$ cat src/hdl/smp_pkg.sv
package smp_pkg;

    // Control register field positions
    localparam int CR_DIV0 = 0;
    localparam int CR_DIV1 = 1;
    localparam int CR_PHASE = 2;
    localparam int CR_POLARITY = 3;
    localparam int CR_MASTER = 4;
    localparam int CR_DIV2 = 5;
    localparam int CR_ENABLE = 6;
    localparam int CR_IRQ_EN = 7;
    localparam logic [7:0] CR_RESET = 8'h00;

    // Control/status register field positions
    localparam int CSR_SOFT_LEVEL = 0;
    localparam int CSR_SOFT_SEL = 1;
    localparam int CSR_FAULT = 4;
    localparam int CSR_OVERRUN = 5;
    localparam int CSR_COLLISION = 6;
    localparam int CSR_DONE = 7;
    localparam logic [7:0] CSR_RESET = 8'h00;
    localparam logic [7:0] DATA_RESET = 8'h00;

    // Rate select codes {spr2, spr1, spr0}
    localparam logic [2:0] RATE_DIV4 = 3'h4;
    localparam logic [2:0] RATE_DIV8 = 3'h0;
    localparam logic [2:0] RATE_DIV16 = 3'h1;
    localparam logic [2:0] RATE_DIV32 = 3'h6;
    localparam logic [2:0] RATE_DIV64 = 3'h2;
    localparam logic [2:0] RATE_DIV128 = 3'h3;

    // SCK half periods in sys_clk cycles, minus one
    localparam logic [5:0] HALF_DIV4 = 6'h01;
    localparam logic [5:0] HALF_DIV8 = 6'h03;
    localparam logic [5:0] HALF_DIV16 = 6'h07;
    localparam logic [5:0] HALF_DIV32 = 6'h0F;
    localparam logic [5:0] HALF_DIV64 = 6'h1F;
    localparam logic [5:0] HALF_DIV128 = 6'h3F;

    localparam logic [2:0] BIT_LAST = 3'h7;

    typedef enum logic [1:0] {
        ST_IDLE = 2'b01,
        ST_SHIFT = 2'b10
    } smp_state_e;

endpackage

$ cat src/hdl/smp_port.sv
// Overview of operation
// - Bytes shift most significant bit first.
// - Master starts; MOSI out, MISO back, one clock.
// - Polarity and phase pick four timing modes.
// - Software select replaces the select pin.
// - First-edge slave: write under select collides.
// - Master drives SCK at configured rate, mode.
// - Idle SCK rests at the polarity level.
// - Master and enable bits need select high.
// - Master data write loads and starts shifting.
// - Byte end sets done flag, may interrupt.
// - Done flag clears: status access, data read; slave data write too.
// - Done flag blocks data writes until status read.
// - Slave shifts on incoming SCK edges.
// - Select low in master mode: fault, disable.
// - Fault clears: status read, control write.
// - Fault blocks setting enable and master bits.
// - Byte during pending flag: overrun, keep first.
// - Status read clears overrun flag.
// - Write during transfer discarded, collision flagged.
// - One interrupt for done, fault, overrun.
// - Phase selects first or second capture edge.
// - Three bits pick master SCK division.
// - Reset clears port enable.
`timescale 1ns/1ps
module smp_port import smp_pkg::*; (
    input wire logic sys_clk,
    input wire logic rst,
    input wire logic cr_wr,
    input wire logic [7:0] cr_wdata,
    output logic [7:0] cr_rdata,
    input wire logic csr_rd,
    input wire logic csr_wr,
    input wire logic [7:0] csr_wdata,
    output logic [7:0] csr_rdata,
    input wire logic dr_rd,
    input wire logic dr_wr,
    input wire logic [7:0] dr_wdata,
    output logic [7:0] dr_rdata,
    output logic irq,
    input wire logic ss_n_in,
    input wire logic sck_in,
    output logic sck_out,
    output logic sck_oe_n,
    input wire logic mosi_in,
    output logic mosi_out,
    output logic mosi_oe_n,
    input wire logic miso_in,
    output logic miso_out,
    output logic miso_oe_n,
    output logic rx_valid,
    output logic [7:0] rx_data,
    input wire logic rx_ready
);
    logic [7:0] cr_reg;
    logic [7:0] cr_next;
    logic [7:0] csr_reg;
    logic [7:0] csr_next;
    logic [7:0] read_buf_reg;
    logic [7:0] shift_reg;
    logic [7:0] shift_next;
    logic [2:0] bit_cnt_reg;
    logic out_bit_reg;
    logic out_bit_next;
    logic cap_bit_reg;
    logic sck_reg;
    logic sck_prev_reg;
    logic sck_oe_n_reg;
    logic mosi_oe_n_reg;
    logic miso_oe_n_reg;
    logic irq_reg;
    logic tx_pending_reg;
    logic done_arm_reg;
    logic csr_read_seen_reg;
    logic fault_arm_reg;
    logic coll_arm_reg;
    smp_state_e state_reg;
    smp_state_e state_next;

    logic ss_int;
    logic clk_pol;
    logic clk_phase;
    logic master_on;
    logic slave_on;
    logic mode_fault;
    logic tick;
    logic m_lead;
    logic m_trail;
    logic s_lead;
    logic s_trail;
    logic lead;
    logic trail;
    logic in_bit;
    logic byte_done;
    logic [7:0] rx_byte;
    logic slave_busy;
    logic busy;
    logic wr_blocked;
    logic dr_accept;
    logic clear_done;
    logic done_held;
    logic set_overrun;
    logic set_collision;
    logic clear_collision;
    logic clear_fault;
    logic csr_access;
    logic start;
    logic buf_in_ready;
    logic div_run;
    logic [2:0] div_sel;
    logic pins_master;
    logic pins_slave;

    // Internal select from pin or software bit
    assign ss_int = csr_reg[CSR_SOFT_SEL] ? csr_reg[CSR_SOFT_LEVEL] : ss_n_in;
    assign clk_pol = cr_reg[CR_POLARITY];
    assign clk_phase = cr_reg[CR_PHASE];
    assign master_on = cr_reg[CR_ENABLE] & cr_reg[CR_MASTER];
    assign slave_on = cr_reg[CR_ENABLE] & !cr_reg[CR_MASTER];
    // Master sees select low: fault
    assign mode_fault = master_on & !ss_int;

    // Master clock edges from the divider ticks
    assign m_lead = tick & (sck_reg == clk_pol);
    assign m_trail = tick & (sck_reg != clk_pol);
    // Slave edges from the incoming clock while selected
    assign s_lead = slave_on & !ss_int & (sck_prev_reg == clk_pol) & (sck_in != clk_pol);
    assign s_trail = slave_on & !ss_int & (sck_prev_reg != clk_pol) & (sck_in == clk_pol);
    assign lead = (state_reg == ST_SHIFT) ? m_lead : s_lead;
    assign trail = (state_reg == ST_SHIFT) ? m_trail : s_trail;
    assign in_bit = cr_reg[CR_MASTER] ? miso_in : mosi_in;

    // Phase zero captures on the leading edge, phase one on the trailing
    assign rx_byte = {shift_reg[6:0], (clk_phase ? in_bit : cap_bit_reg)};
    assign byte_done = trail & (bit_cnt_reg == BIT_LAST);

    // Transfer activity for collision checks
    assign slave_busy = slave_on & !ss_int & (!clk_phase || (bit_cnt_reg != 3'h0));
    assign busy = (state_reg == ST_SHIFT) | tx_pending_reg | slave_busy;
    assign wr_blocked = csr_reg[CSR_DONE] & !csr_read_seen_reg;
    assign dr_accept = dr_wr & !busy & !wr_blocked & cr_reg[CR_ENABLE];
    assign set_collision = dr_wr & busy;
    assign clear_collision = coll_arm_reg & (dr_rd | dr_wr);

    // Done flag clear sequence; master needs a read
    assign clear_done = done_arm_reg & (dr_rd | (dr_wr & !cr_reg[CR_MASTER]));
    assign done_held = csr_reg[CSR_DONE] & !clear_done;
    assign set_overrun = byte_done & done_held;
    assign clear_fault = fault_arm_reg & cr_wr;
    assign csr_access = (csr_rd | csr_wr) & csr_reg[CSR_DONE];

    // Divider control and pin enable selects
    assign div_run = (state_reg == ST_SHIFT);
    assign div_sel = {cr_reg[CR_DIV2], cr_reg[CR_DIV1], cr_reg[CR_DIV0]};
    assign pins_master = cr_next[CR_ENABLE] & cr_next[CR_MASTER];
    assign pins_slave = cr_next[CR_ENABLE] & !cr_next[CR_MASTER] & !ss_int;

    // Master start waits for room in the receive stream buffer
    assign start = (state_reg == ST_IDLE) & tx_pending_reg & master_on & buf_in_ready;

    always_comb begin
        state_next = state_reg;
        case (state_reg)
            ST_IDLE: begin
                if (start) begin
                    state_next = ST_SHIFT;
                end
            end
            ST_SHIFT: begin
                if (mode_fault || byte_done) begin
                    state_next = ST_IDLE;
                end
            end
            default: begin
                state_next = ST_IDLE;
            end
        endcase
    end

    // Control register with fault lockout
    always_comb begin
        cr_next = cr_reg;
        if (cr_wr) begin
            cr_next = cr_wdata;
            if (csr_reg[CSR_FAULT] && !clear_fault) begin
                cr_next[CR_ENABLE] = cr_reg[CR_ENABLE];
                cr_next[CR_MASTER] = cr_reg[CR_MASTER];
            end
        end
        if (mode_fault) begin
            cr_next[CR_ENABLE] = 1'b0;
            cr_next[CR_MASTER] = 1'b0;
        end
    end

    // Status flags; a setting event wins over a clear
    always_comb begin
        csr_next = csr_reg;
        if (csr_wr) begin
            csr_next[CSR_SOFT_SEL] = csr_wdata[CSR_SOFT_SEL];
            csr_next[CSR_SOFT_LEVEL] = csr_wdata[CSR_SOFT_LEVEL];
        end
        csr_next[CSR_DONE] = byte_done | done_held;
        csr_next[CSR_OVERRUN] = set_overrun | (csr_reg[CSR_OVERRUN] & !csr_rd);
        csr_next[CSR_COLLISION] = set_collision | (csr_reg[CSR_COLLISION] & !clear_collision);
        csr_next[CSR_FAULT] = mode_fault | (csr_reg[CSR_FAULT] & !clear_fault);
    end

    // Shift register, output bit and capture
    always_comb begin
        shift_next = shift_reg;
        out_bit_next = out_bit_reg;
        if (dr_accept) begin
            shift_next = dr_wdata;
            out_bit_next = dr_wdata[7];
        end else if (lead && clk_phase) begin
            out_bit_next = shift_reg[7];
        end else if (trail) begin
            shift_next = rx_byte;
            out_bit_next = clk_phase ? out_bit_reg : shift_reg[6];
        end
    end

    always_ff @(posedge sys_clk) begin
        if (rst) begin
            cr_reg <= CR_RESET;
            csr_reg <= CSR_RESET;
            state_reg <= ST_IDLE;
        end else begin
            cr_reg <= cr_next;
            csr_reg <= csr_next;
            state_reg <= state_next;
        end
    end

    always_ff @(posedge sys_clk) begin
        if (rst) begin
            shift_reg <= DATA_RESET;
            out_bit_reg <= 1'b0;
            cap_bit_reg <= 1'b0;
            bit_cnt_reg <= 3'h0;
        end else begin
            shift_reg <= shift_next;
            out_bit_reg <= out_bit_next;
            if (lead) begin
                cap_bit_reg <= in_bit;
            end
            if ((slave_on && ss_int) || start || mode_fault) begin
                bit_cnt_reg <= 3'h0;
            end else if (trail) begin
                bit_cnt_reg <= bit_cnt_reg + 3'h1;
            end
        end
    end

    // Read buffer keeps the first byte after a flag clear
    always_ff @(posedge sys_clk) begin
        if (rst) begin
            read_buf_reg <= DATA_RESET;
        end else if (byte_done && !done_held) begin
            read_buf_reg <= rx_byte;
        end
    end

    // Clear-sequence tracking
    always_ff @(posedge sys_clk) begin
        if (rst) begin
            done_arm_reg <= 1'b0;
            csr_read_seen_reg <= 1'b0;
            fault_arm_reg <= 1'b0;
            coll_arm_reg <= 1'b0;
        end else begin
            done_arm_reg <= csr_next[CSR_DONE] & (done_arm_reg | csr_access);
            csr_read_seen_reg <= csr_next[CSR_DONE] & (csr_read_seen_reg | csr_rd);
            fault_arm_reg <= csr_next[CSR_FAULT] & (fault_arm_reg | (csr_rd & csr_reg[CSR_FAULT]));
            coll_arm_reg <= csr_next[CSR_COLLISION] & (coll_arm_reg | (csr_rd & csr_reg[CSR_COLLISION]));
        end
    end

    // Master transmit request and serial clock
    always_ff @(posedge sys_clk) begin
        if (rst) begin
            tx_pending_reg <= 1'b0;
            sck_reg <= 1'b0;
            sck_prev_reg <= 1'b0;
        end else begin
            sck_prev_reg <= sck_in;
            if (mode_fault || start) begin
                tx_pending_reg <= 1'b0;
            end else if (dr_accept && cr_reg[CR_MASTER]) begin
                tx_pending_reg <= 1'b1;
            end
            if (state_reg != ST_SHIFT || mode_fault) begin
                sck_reg <= clk_pol;
            end else if (tick) begin
                sck_reg <= !sck_reg;
            end
        end
    end

    // Pin enables and interrupt, all registered
    always_ff @(posedge sys_clk) begin
        if (rst) begin
            sck_oe_n_reg <= 1'b1;
            mosi_oe_n_reg <= 1'b1;
            miso_oe_n_reg <= 1'b1;
            irq_reg <= 1'b0;
        end else begin
            sck_oe_n_reg <= !pins_master;
            mosi_oe_n_reg <= !pins_master;
            miso_oe_n_reg <= !pins_slave;
            irq_reg <= cr_next[CR_IRQ_EN] & (csr_next[CSR_DONE] | csr_next[CSR_FAULT] | csr_next[CSR_OVERRUN]);
        end
    end

    smp_rate_div u_rate_div (
        .sys_clk(sys_clk),
        .rst(rst),
        .run(div_run),
        .rate_sel(div_sel),
        .tick(tick)
    );

    // Completed bytes also feed the receive stream; slave bytes are lost when it is full
    smp_rx_buf u_rx_buf (
        .sys_clk(sys_clk),
        .rst(rst),
        .in_valid(byte_done),
        .in_data(rx_byte),
        .in_ready(buf_in_ready),
        .out_valid(rx_valid),
        .out_data(rx_data),
        .out_ready(rx_ready)
    );

    assign cr_rdata = cr_reg;
    assign csr_rdata = csr_reg;
    assign dr_rdata = read_buf_reg;
    assign irq = irq_reg;
    assign sck_out = sck_reg;
    assign sck_oe_n = sck_oe_n_reg;
    assign mosi_out = out_bit_reg;
    assign mosi_oe_n = mosi_oe_n_reg;
    assign miso_out = out_bit_reg;
    assign miso_oe_n = miso_oe_n_reg;
endmodule

$ cat src/hdl/smp_rate_div.sv
`timescale 1ns/1ps
module smp_rate_div import smp_pkg::*; (
    input wire logic sys_clk,
    input wire logic rst,
    input wire logic run,
    input wire logic [2:0] rate_sel,
    output logic tick
);
    logic [5:0] cnt_reg;
    logic [5:0] half_last;
    logic at_last;

    // Rate decode
    assign half_last = (rate_sel == RATE_DIV4) ? HALF_DIV4 :
                       (rate_sel == RATE_DIV8) ? HALF_DIV8 :
                       (rate_sel == RATE_DIV16) ? HALF_DIV16 :
                       (rate_sel == RATE_DIV32) ? HALF_DIV32 :
                       (rate_sel == RATE_DIV64) ? HALF_DIV64 : HALF_DIV128;
    assign at_last = (cnt_reg >= half_last);
    assign tick = run & at_last;

    always_ff @(posedge sys_clk) begin
        if (rst || !run || at_last) begin
            cnt_reg <= 6'h00;
        end else begin
            cnt_reg <= cnt_reg + 6'h01;
        end
    end
endmodule

$ cat src/hdl/smp_rx_buf.sv
`timescale 1ns/1ps
module smp_rx_buf (
    input wire logic sys_clk,
    input wire logic rst,
    input wire logic in_valid,
    input wire logic [7:0] in_data,
    output logic in_ready,
    output logic out_valid,
    output logic [7:0] out_data,
    input wire logic out_ready
);
    logic [7:0] mem_reg [0:1];
    logic [1:0] count_reg;
    logic rd_ptr_reg;
    logic wr_ptr_reg;
    logic push;
    logic pop;

    assign push = in_valid & in_ready;
    assign pop = out_valid & out_ready;
    assign in_ready = (count_reg != 2'h2);
    assign out_valid = (count_reg != 2'h0);
    assign out_data = mem_reg[rd_ptr_reg];

    always_ff @(posedge sys_clk) begin
        if (rst) begin
            count_reg <= 2'h0;
            rd_ptr_reg <= 1'b0;
            wr_ptr_reg <= 1'b0;
        end else begin
            count_reg <= count_reg + {1'b0, push} - {1'b0, pop};
            rd_ptr_reg <= rd_ptr_reg ^ pop;
            wr_ptr_reg <= wr_ptr_reg ^ push;
        end
    end

    always_ff @(posedge sys_clk) begin
        if (push) begin
            mem_reg[wr_ptr_reg] <= in_data;
        end
    end
endmodule

$ cat config.mk
export PLATFORM = sky130hd
export DESIGN_NAME = smp_port
export DESIGN_NICKNAME = d
export VERILOG_FILES = /design/src/hdl/smp_pkg.sv /design/src/hdl/smp_port.sv /design/src/hdl/smp_rate_div.sv /design/src/hdl/smp_rx_buf.sv
export SDC_FILE = /design/constraint.sdc
export NUM_CORES = 1
export LEC_CHECK = 0
export ABC_AREA = 1
export BUFFER_PORTS_ARGS = -buffer_cell sky130_fd_sc_hd__buf_2
export CAP_MARGIN = 30
export CORE_MARGIN = 4
export CORE_UTILIZATION = 25
export CTS_CLUSTER_DIAMETER = 30
export DETAILED_ROUTE_END_ITERATION = 10
export PLACE_DENSITY = 0.43
export SYNTH_ARGS = -nofsm -noshare
export SYNTH_HDL_FRONTEND = slang
export SYNTH_SLANG_ARGS = --single-unit
$ cat constraint.sdc
create_clock -name sys_clk -period 3.15 [get_ports sys_clk]
set_input_delay 0.1575 -clock sys_clk [delete_from_list [all_inputs] [get_ports sys_clk]]
set_output_delay 0.1575 -clock sys_clk [all_outputs]
set_load 0.01 [all_outputs]
==> results of run 1 <==
[how the worst max path moves through the flow]
stage,startpoint,endpoint,slack [ns],cells after the start
final,cr_rdata[1],u_rx_buf.mem_reg[0][1],0.45,12
after CTS,cr_rdata[1],u_rx_buf.mem_reg[0][5],0.38,12
after floorplan,cr_rdata[1],u_rx_buf.mem_reg[0][0],0.77,12
after global routing,cr_rdata[1],u_rx_buf.mem_reg[1][6],0.13,12
after global placement,cr_rdata[1],u_rx_buf.mem_reg[0][5],0.47,12
after detailed placement,cr_rdata[1],u_rx_buf.mem_reg[0][5],0.40,12
[cells in the mapped netlist, types with 2 or more instances]
library cell	count
nand2_4	2
clkbuf_1	5
ha_1	13
o21ai_1	6
a31oi_1	4
buf_6	2
o21ai_0	20
edfxtp_1	16
clkinv_1	3
dfxtp_1	57
nand2_2	2
buf_4	4
nor2_1	49
nand3_1	25
nand2_1	95
inv_1	40
o211ai_1	2
nand4_1	4
inv_2	3
nor3_1	5
xor2_1	4
a21oi_1	25
xnor2_1	4
[report_power, final]
group | internal, mW | switching, mW
sequential | 0.985 | 0.0343
clock | 0.855 | 0.397
combinational | 0.0785 | 0.123
[layout make-up]
cell class	instances	area [um^2]
Inverter	47	178
Fill cell	1322	8500
Clock inverter	7	143
Timing Repair Buffer	69	350
Clock buffer	9	225
Sequential cell	73	1620
Tap cell	172	215
Multi-Input combinational cell	269	1330
[metal layers]
layer	track usage	up-vias	wire length (um)
met5	0	-	0
met4	0.0399	0	128
met3	0.0270	7	295
met2	0.190	49	3900
met1	0.143	1229	3680
li1	-	1427	-
[critical path, delay by kind of cell, from the launching register on]
kind,cells,cell delay [ns]
AO/OA/AOI/OAI,2,0.31
adder cells (fa/ha/maj),2,0.74
flip-flops,1,0.42
AND/OR/NAND/NOR,8,0.87
[cells by family (layout without fill, tap and decap cells)]
group | count (synthesis) | in the layout | synth area share
other cells | 1 | 2 | 0.00117
buf+inv | 59 | 132 | 0.0792
fa+ha+maj | 13 | 13 | 0.0507
xor+xnor | 8 | 8 | 0.0219
flops | 73 | 73 | 0.506
simple gates | 187 | 187 | 0.244
compound gates | 59 | 59 | 0.0972
[through the flow]
stage                util  cells  instance area, um^2
finish              0.324    646                 4070
floorplan               -    401                 3210
global route        0.324    646                 4070
detailed placement  0.294    630                 3700
CTS                 0.324    646                 4070
global placement    0.294    630                 3700
==> results_dict.tcl, run 1 <==
set metrics [dict create \
    outcome "finished clean" \
    die_h_um 121 \
    drv_slew 0 \
    insertedDiodeCount 0 \
    initial_core_util 0.255 \
    syn_inst 400 \
    htreeDepth 3 \
    tns_ns 0 \
    worst_slew_pin_slew_ns 0.584 \
    path_class "reg -> reg" \
    setup_viol 0 \
    drc 0 \
    io_buffers 67 \
    grt_max_degree 24 \
    tritoncts "built" \
    num_rows 41 \
    dr.pass1.iters 4 \
    clock_latency_ns 0.33 \
    netlist_area_mm2 0.00321 \
    path_cells "or2_2 -> o21ai_0 -> ha_1 -> nand2_1 -> nor2_1 -> nand2_1 -> nand3_1 -> nand3_1 -> nand2_4 -> nand2_2 -> a21oi_1 -> ha_1" \
    worstPathArrival_ns 2.69 \
    powerDensity_mw_per_mm2 608 \
    synth_edf_count 16 \
    antenna_found_initial 0 \
    syn_to_final_growth_pct 26.9 \
    ys_seq_elements 73 \
    setup_slack_ns 0.450 \
    grt_overflow 0 \
    die-area_mm2 0.0147 \
    vdd_drop_max_mv 0.224 \
    dp_slack_ns 0.397 \
    r2r_cells 12 \
    layout_commonest_cell "nand2_1" \
    grt_pass1_wl_mm 13.0 \
    critPathCaptureType "register" \
    post_cts_buffers 0 \
    syn_avg_cell_area_um2 8.01 \
    ctsLongestPathBuffers 2 \
    crit_fanout 8 \
    grt_setup_unrepaired "no" \
    drtIter0Drc 112 \
    clock-sinks 73 \
    whs_endpoint "csr_rdata[0]" \
    regToRegStartpoint "cr_rdata[1]" \
    cts_resized 0 \
    max_stage_delay_ns 0.45 \
    cts_root_buffer "clkbuf_16" \
    fin_nets 518 \
    path_clk_slew_ns 0.06 \
    num_vias 2712 \
    cap_viol_max_count 0 \
    drt_wl_total_mm 8.00 \
    largest_reg_flops 16 \
    rrSetupSlack_ns 0.45 \
    max-slew-margin-rel 0.608 \
    die_w_um 121 \
    worstPathRequired_ns 3.14 \
    cp_slowest_cell "ha_1" \
    first_global_vias 2567 \
    cp-start-kind "register" \
    hold_depth 3 \
    core_mm2 0.0126 \
    r2r-end "u_rx_buf.mem_reg[0][1]" \
    fin_total_pwr_mw 2.47 \
    numCtsBuffers 9 \
    min_period_over_period 0.857 \
    timing.fmax_mhz 370 \
    ant_nets 0 \
    grt_usage 0.114 \
    gp_congestion 0.805 \
    ys_async_sr_fraction 0 \
    hold_viol_final 0 \
    cts_hold_buffers 0 \
    layout-drive-gt1-share 0.200 \
    io_pins 76 \
    synth_cell_types 33 \
    synth_seq_area_share 0.506 \
    synth_top_area_share 0.356 \
    p_leak_nw 1.87 \
    fin_crit_ns 2.70 \
    drt-wirelength-per-cell_um 12.4 \
    hpwl_mm 5.97 \
    synthFlopType "dfxtp_1" \
    synth_top_cells_by_area "dfxtp_1 (36%), edfxtp_1 (15%), nand2_1 (11%), nor2_1 (5.7%), ha_1 (5.1%)" \
    ys.warnings.count 0 \
    final_cell_mix "nand2_1 (95), buf_2 (67), dfxtp_1 (57), nor2_1 (49), inv_1 (40)" \
    via_per_inst 4.20 \
    synth_area_leader_cell "dfxtp_1" \
    min_from "csr_wdata[0]" \
    finClkSkew_ns 0.00705 \
    whs_ns 0.0472 \
    hp-class "in -> reg" \
]
Power figures use the tool's default switching activity.
==> run 2, diff against run 1 <==
--- a/config.mk
+++ b/config.mk
@@ -6,13 +6,13 @@
 export NUM_CORES = 1
 export LEC_CHECK = 0
 export ABC_AREA = 1
-export BUFFER_PORTS_ARGS = -buffer_cell sky130_fd_sc_hd__buf_2
 export CAP_MARGIN = 30
 export CORE_MARGIN = 4
 export CORE_UTILIZATION = 25
 export CTS_CLUSTER_DIAMETER = 30
 export DETAILED_ROUTE_END_ITERATION = 10
-export PLACE_DENSITY = 0.43
+export DONT_BUFFER_PORTS = 1
+export PLACE_DENSITY = 0.38
 export SYNTH_ARGS = -nofsm -noshare
 export SYNTH_HDL_FRONTEND = slang
 export SYNTH_SLANG_ARGS = --single-unit
==> run 2 against run 1 <==
Against the previous run: flip-flop and latch count unchanged; critical path depth decreased by 1; cell count decreased by 9.0%; wire length decreased by 2.0%; worst hold slack got worse by 0.030 ns; critical path type unchanged; largest power group is now sequential cells.
==> results_dict.tcl, run 2 (same netlist as run 1, synthesis figures left out) <==
set metrics [dict create \
    fill_cells 1336 \
    min_from "cr_wdata[7]" \
    ant_nets 0 \
    die-area_mm2 0.0147 \
    tritoncts "built" \
    regArea_mm2 0.00162 \
    finClkSkew_ns 0.00557 \
    min_period_over_period 0.850 \
    grt_max_degree 24 \
    p_leak_nw 1.57 \
    sequentialPowerShare 0.465 \
    drt-wirelength-per-cell_um 13.3 \
    powerDensity_mw_per_mm2 588 \
    dr.pass1.iters 4 \
    clock_latency_ns 0.33 \
    worstSetupStartpoint "cr_rdata[0]" \
    vdd_drop_max_mv 0.275 \
    clock-sinks 73 \
    first_global_vias 2396 \
    path_class "reg -> reg" \
    fin_nets 460 \
    tns_ns 0 \
    pwr-share-comb 0.072 \
    die_w_um 121 \
    ctsLongestPathBuffers 2 \
    p_clk_frac 0.462 \
    setup_viol 0 \
    drt_wl_total_mm 7.84 \
    final_cell_mix "nand2_1 (95), dfxtp_1 (57), nor2_1 (49), inv_1 (40)" \
    hpwl_mm 5.81 \
    worstPathRequired_ns 3.14 \
    num_rows 41 \
    gp_congestion 0.779 \
    max-slew-margin-rel 0.403 \
    dp_cells 563 \
    die_h_um 121 \
    largest_reg_flops 16 \
    syn_to_final_growth_pct 17.2 \
    grt_setup_unrepaired "no" \
    cp-start-kind "register" \
    outcome "finished clean" \
    io_buffers 0 \
    hp-class "in -> reg" \
    cap_viol_max_count 0 \
    worstPathArrival_ns 2.67 \
    stdcell_count 588 \
    intPower_mw 1.66 \
    grt_usage 0.112 \
    via_per_inst 4.22 \
    layout-drive-gt1-share 0.0673 \
    numCtsBuffers 9 \
    timing.fmax_mhz 373 \
    num_vias 2482 \
    regToRegStartpoint "cr_rdata[0]" \
    grt_pass1_wl_mm 12.6 \
    layout_commonest_cell "nand2_1" \
    switching_share 0.249 \
    multiInputGateArea_mm2 0.00133 \
    path_clk_slew_ns 0.06 \
    p_sw_uw 550 \
    drv_slew 0 \
    grt_overflow 0 \
    critPathCaptureType "register" \
    fin_crit_ns 2.68 \
    htreeDepth 3 \
    worst_slew_pin_slew_ns 0.893 \
    insertedDiodeCount 0 \
    drc 0 \
    core_mm2 0.0126 \
    antenna_found_initial 0 \
    crit_fanout 8 \
    cts_root_buffer "clkbuf_16" \
    initial_core_util 0.255 \
    io_pins 76 \
    hold_viol_final 0 \
    drtIter0Drc 88 \
    post_cts_buffers 0 \
]
[run 2: power groups by stage]
stage                     clock, mW  sequential [mW]  combinational (mW)
final                          1.02             1.03               0.160
after global routing           1.11             1.03               0.186
after CTS                      1.06             1.03               0.164
after detailed placement          0             1.05               0.149
after global placement            0             1.05               0.147
after floorplan                   0             1.03               0.129
[run 2: routing by layer]
| layer | routed length, um | track usage |
|---|---|---|
| met5 | 0 | 0 |
| met4 | 70 | 0.0399 |
| met3 | 556 | 0.0443 |
| met2 | 3830 | 0.181 |
| met1 | 3380 | 0.135 |
[run 2: final cells by class]
cell class / count / area share
Sequential cell: 73 / 0.432
Multi-Input combinational cell: 269 / 0.355
Clock buffer: 9 / 0.0599
Tap cell: 172 / 0.0573
Inverter: 47 / 0.0473
Timing Repair Buffer: 11 / 0.0280
Clock inverter: 7 / 0.0210
[run 2: critical path: stages (launching register included)]
cell     delay, ns
dfxtp_1       0.49
o21ai_0       0.15
ha_1          0.28
nand2_1       0.06
nor2_1        0.10
nand2_1       0.05
nand3_1       0.15
nand3_1       0.14
nand2_4       0.12
nand2_2       0.09
a21oi_1       0.24
ha_1          0.45
[run 2: what timing repair did]
| item | CTS | global route |
|---|---|---|
| hold buffers | 9 | 0 |
| endpoints found under the hold margin | 28 | 0 |
| gates resized for setup | 0 | 0 |
| endpoints found under the setup margin | 0 | 0 |
[run 2: path summary, 6_finish.rpt]
path / slack [ns] / cells after the start / endpoint
max: 0.47 / 11 / u_rx_buf.mem_reg[1][0]
min: 0.02 / 2 / cr_rdata[7]
max reg2reg: 0.47 / 11 / u_rx_buf.mem_reg[1][0]
min reg2reg: 0.46 / 1 / u_rate_div.cnt_reg[0]
[run 2: through the flow]
| step | utilization | hold slack, ns | area (um^2) | total power [mW] | worst slack, ns |
|---|---|---|---|---|---|
| floorplan | - | 0.264 | 3210 | 1.16 | 0.772 |
| global placement | 0.268 | 0.231 | 3360 | 1.20 | 0.431 |
| detailed placement | 0.268 | 0.232 | 3360 | 1.20 | 0.416 |
| CTS | 0.299 | 0.00608 | 3760 | 2.25 | 0.409 |
| global route | 0.299 | 0.00982 | 3760 | 2.33 | 0.190 |
| finish | 0.299 | 0.0170 | 3760 | 2.21 | 0.472 |
==> run 3, diff against run 2 <==
--- a/config.mk
+++ b/config.mk
@@ -6,13 +6,13 @@
 export NUM_CORES = 1
 export LEC_CHECK = 0
 export ABC_AREA = 1
+export BUFFER_PORTS_ARGS = -buffer_cell sky130_fd_sc_hd__buf_2
 export CAP_MARGIN = 30
 export CORE_MARGIN = 4
 export CORE_UTILIZATION = 25
 export CTS_CLUSTER_DIAMETER = 30
 export DETAILED_ROUTE_END_ITERATION = 10
-export DONT_BUFFER_PORTS = 1
-export PLACE_DENSITY = 0.38
+export PLACE_DENSITY = 0.43
 export SYNTH_ARGS = -nofsm -noshare
 export SYNTH_HDL_FRONTEND = slang
 export SYNTH_SLANG_ARGS = --single-unit
==> constraint.sdc (replaced) <==
create_clock -name sys_clk -period 3.15 [get_ports sys_clk]
set_input_delay 0.315 -clock sys_clk [delete_from_list [all_inputs] [get_ports sys_clk]]
set_output_delay 0.315 -clock sys_clk [all_outputs]
set_load 0.01 [all_outputs]
==> run 3 against run 2 <==
Against the previous run: register-to-register slack got worse by 0.08 ns; core utilization increased by 2.2 points; clock power increased by 15%; highest routed layer unchanged.
==> results_dict.tcl, run 3 (same netlist as run 1, synthesis figures left out) <==
set metrics [dict create \
    outcome "finished clean" \
    core_mm2 0.0126 \
    setup_viol 0 \
    vdd_drop_max_mv 0.223 \
    switching_share 0.233 \
    cts_hold_buffers 0 \
    fin_nets 517 \
    grt_setup_unrepaired "no" \
    tns_ns 0 \
    max-slew-margin-rel 0.581 \
    drc 0 \
    pwr-share-comb 0.084 \
    die_w_um 121 \
    drt-wirelength-per-cell_um 12.3 \
    grt_overflow 0 \
    fill_cells 1378 \
    initial_core_util 0.255 \
    min_period_over_period 0.875 \
    grt_usage 0.111 \
    p_clk_frac 0.490 \
    largest_reg_flops 16 \
    tritoncts "built" \
    cts_resized 0 \
    worstPathArrival_ns 2.75 \
    io_buffers 67 \
    via_per_inst 4.09 \
    grt_max_degree 24 \
    fin_crit_ns 2.76 \
    num_vias 2641 \
    cap_viol_max_count 0 \
    cts_root_buffer "clkbuf_16" \
    ctsLongestPathBuffers 2 \
    path_clk_slew_ns 0.06 \
    clock_latency_ns 0.33 \
    cp_slowest_cell "ha_1" \
    finClkSkew_ns 0.00653 \
    drtIter0Drc 96 \
    dr.pass1.iters 5 \
    layout_commonest_cell "nand2_1" \
    path_class "reg -> reg" \
    hpwl_mm 5.99 \
    die_h_um 121 \
    hold_viol_final 0 \
    gp_congestion 0.807 \
    critPathCaptureType "register" \
    sequentialPowerShare 0.426 \
    num_rows 41 \
    whs_ns 0.204 \
    powerDensity_mw_per_mm2 593 \
    crit_buf_inv 0 \
    worst_slew_pin_slew_ns 0.627 \
    io_pins 76 \
    first_global_vias 2529 \
    drt_wl_total_mm 7.91 \
    syn_to_final_growth_pct 25.9 \
    max_stage_delay_ns 0.46 \
    antenna_found_initial 0 \
    layout-drive-gt1-share 0.199 \
    cp_top_family "simple AND/OR/NAND/NOR gates" \
    grt_pass1_wl_mm 12.6 \
    ant_nets 0 \
    die-area_mm2 0.0147 \
    intPower_mw 1.84 \
    crit_fanout 8 \
    p_sw_uw 558 \
    hp-class "in -> reg" \
    timing.fmax_mhz 363 \
    worstPathRequired_ns 3.14 \
    path_cells "or2_2 -> o21ai_0 -> ha_1 -> nand2_1 -> nor2_1 -> nand2_1 -> nand3_1 -> nand3_1 -> nand2_4 -> nand2_2 -> a21oi_1 -> ha_1" \
    post_cts_buffers 0 \
    final_cell_mix "nand2_1 (95), buf_2 (67), dfxtp_1 (57), nor2_1 (49), inv_1 (40)" \
    p_leak_nw 1.85 \
    clock-sinks 73 \
    insertedDiodeCount 0 \
    htreeDepth 3 \
    cp-start-kind "register" \
    numCtsBuffers 9 \
    drv_slew 0 \
]
==> run 3: cell types whose count changed in the layout (fill, tap and decap cells not counted) <==
| cell | previous run | this run |
|---|---|---|
| clkinvlp_4 | 3 | 2 |
| buf_2 | 0 | 67 |
| bufinv_16 | 1 | 3 |
| clkinv_4 | 2 | 1 |
| dlygate4sd3_1 | 9 | 0 |
| clkinv_2 | 1 | 2 |
| buf_4 | 2 | 1 |
| inv_6 | 1 | 0 |
==> run 3: through the flow <==
stage / util / setup slack [ns] / std cells / area, um^2 / power, mW
after CTS: 0.321 / 0.343 / 645 / 4040 / 2.43
after floorplan: - / 0.772 / 401 / 3210 / 1.16
after global routing: 0.321 / 0.0235 / 645 / 4040 / 2.50
after global placement: 0.294 / 0.475 / 629 / 3690 / 1.24
after detailed placement: 0.294 / 0.360 / 629 / 3690 / 1.24
final: 0.321 / 0.394 / 645 / 4040 / 2.39
==> run 3: routing by layer <==
| layer | global-route usage | part of all wire | vias to the layer above |
|---|---|---|---|
| met5 | 0 | 0 | - |
| met4 | 0.0504 | 0.021 | 0 |
| met1 | 0.138 | 0.47 | 1165 |
| met2 | 0.183 | 0.48 | 39 |
| li1 | - | - | 1425 |
| met3 | 0.0256 | 0.032 | 12 |
==> run 3: power groups by stage <==
stage	sequential (mW)	combinational (mW)	clock, mW
3_3_place_gp	1.04	0.203	0
4_1_cts	1.02	0.205	1.20
3_5_place_dp	1.04	0.205	0
5_1_grt	1.02	0.231	1.24
6_report	1.02	0.201	1.17
2_1_floorplan	1.03	0.129	0
==> run 3: final timing paths <==
kind                             to         start  slack [ns]  cells after the start
max          u_rx_buf.mem_reg[0][6]   cr_rdata[1]        0.39                     12
min                    csr_rdata[0]  csr_wdata[0]        0.20                      3
max reg2reg  u_rx_buf.mem_reg[0][6]   cr_rdata[1]        0.39                     12
min reg2reg             dr_rdata[5]   dr_rdata[5]        0.46                      2
==> run 3: cell type report <==
cell class,count,area (um^2),area share
inverters,47,178,0.0440
well taps,172,215,0.0533
repair buffers,68,343,0.0850
clock inverters,7,119,0.0295
multi-input cells,269,1330,0.331
flip-flops and latches,73,1620,0.402
clock buffers,9,225,0.0558
==> run 3: worst min-delay path, stage by stage <==
cell	delay (ns)
buf_2	0.07
nor2_1	0.03
nor2_1	0.08
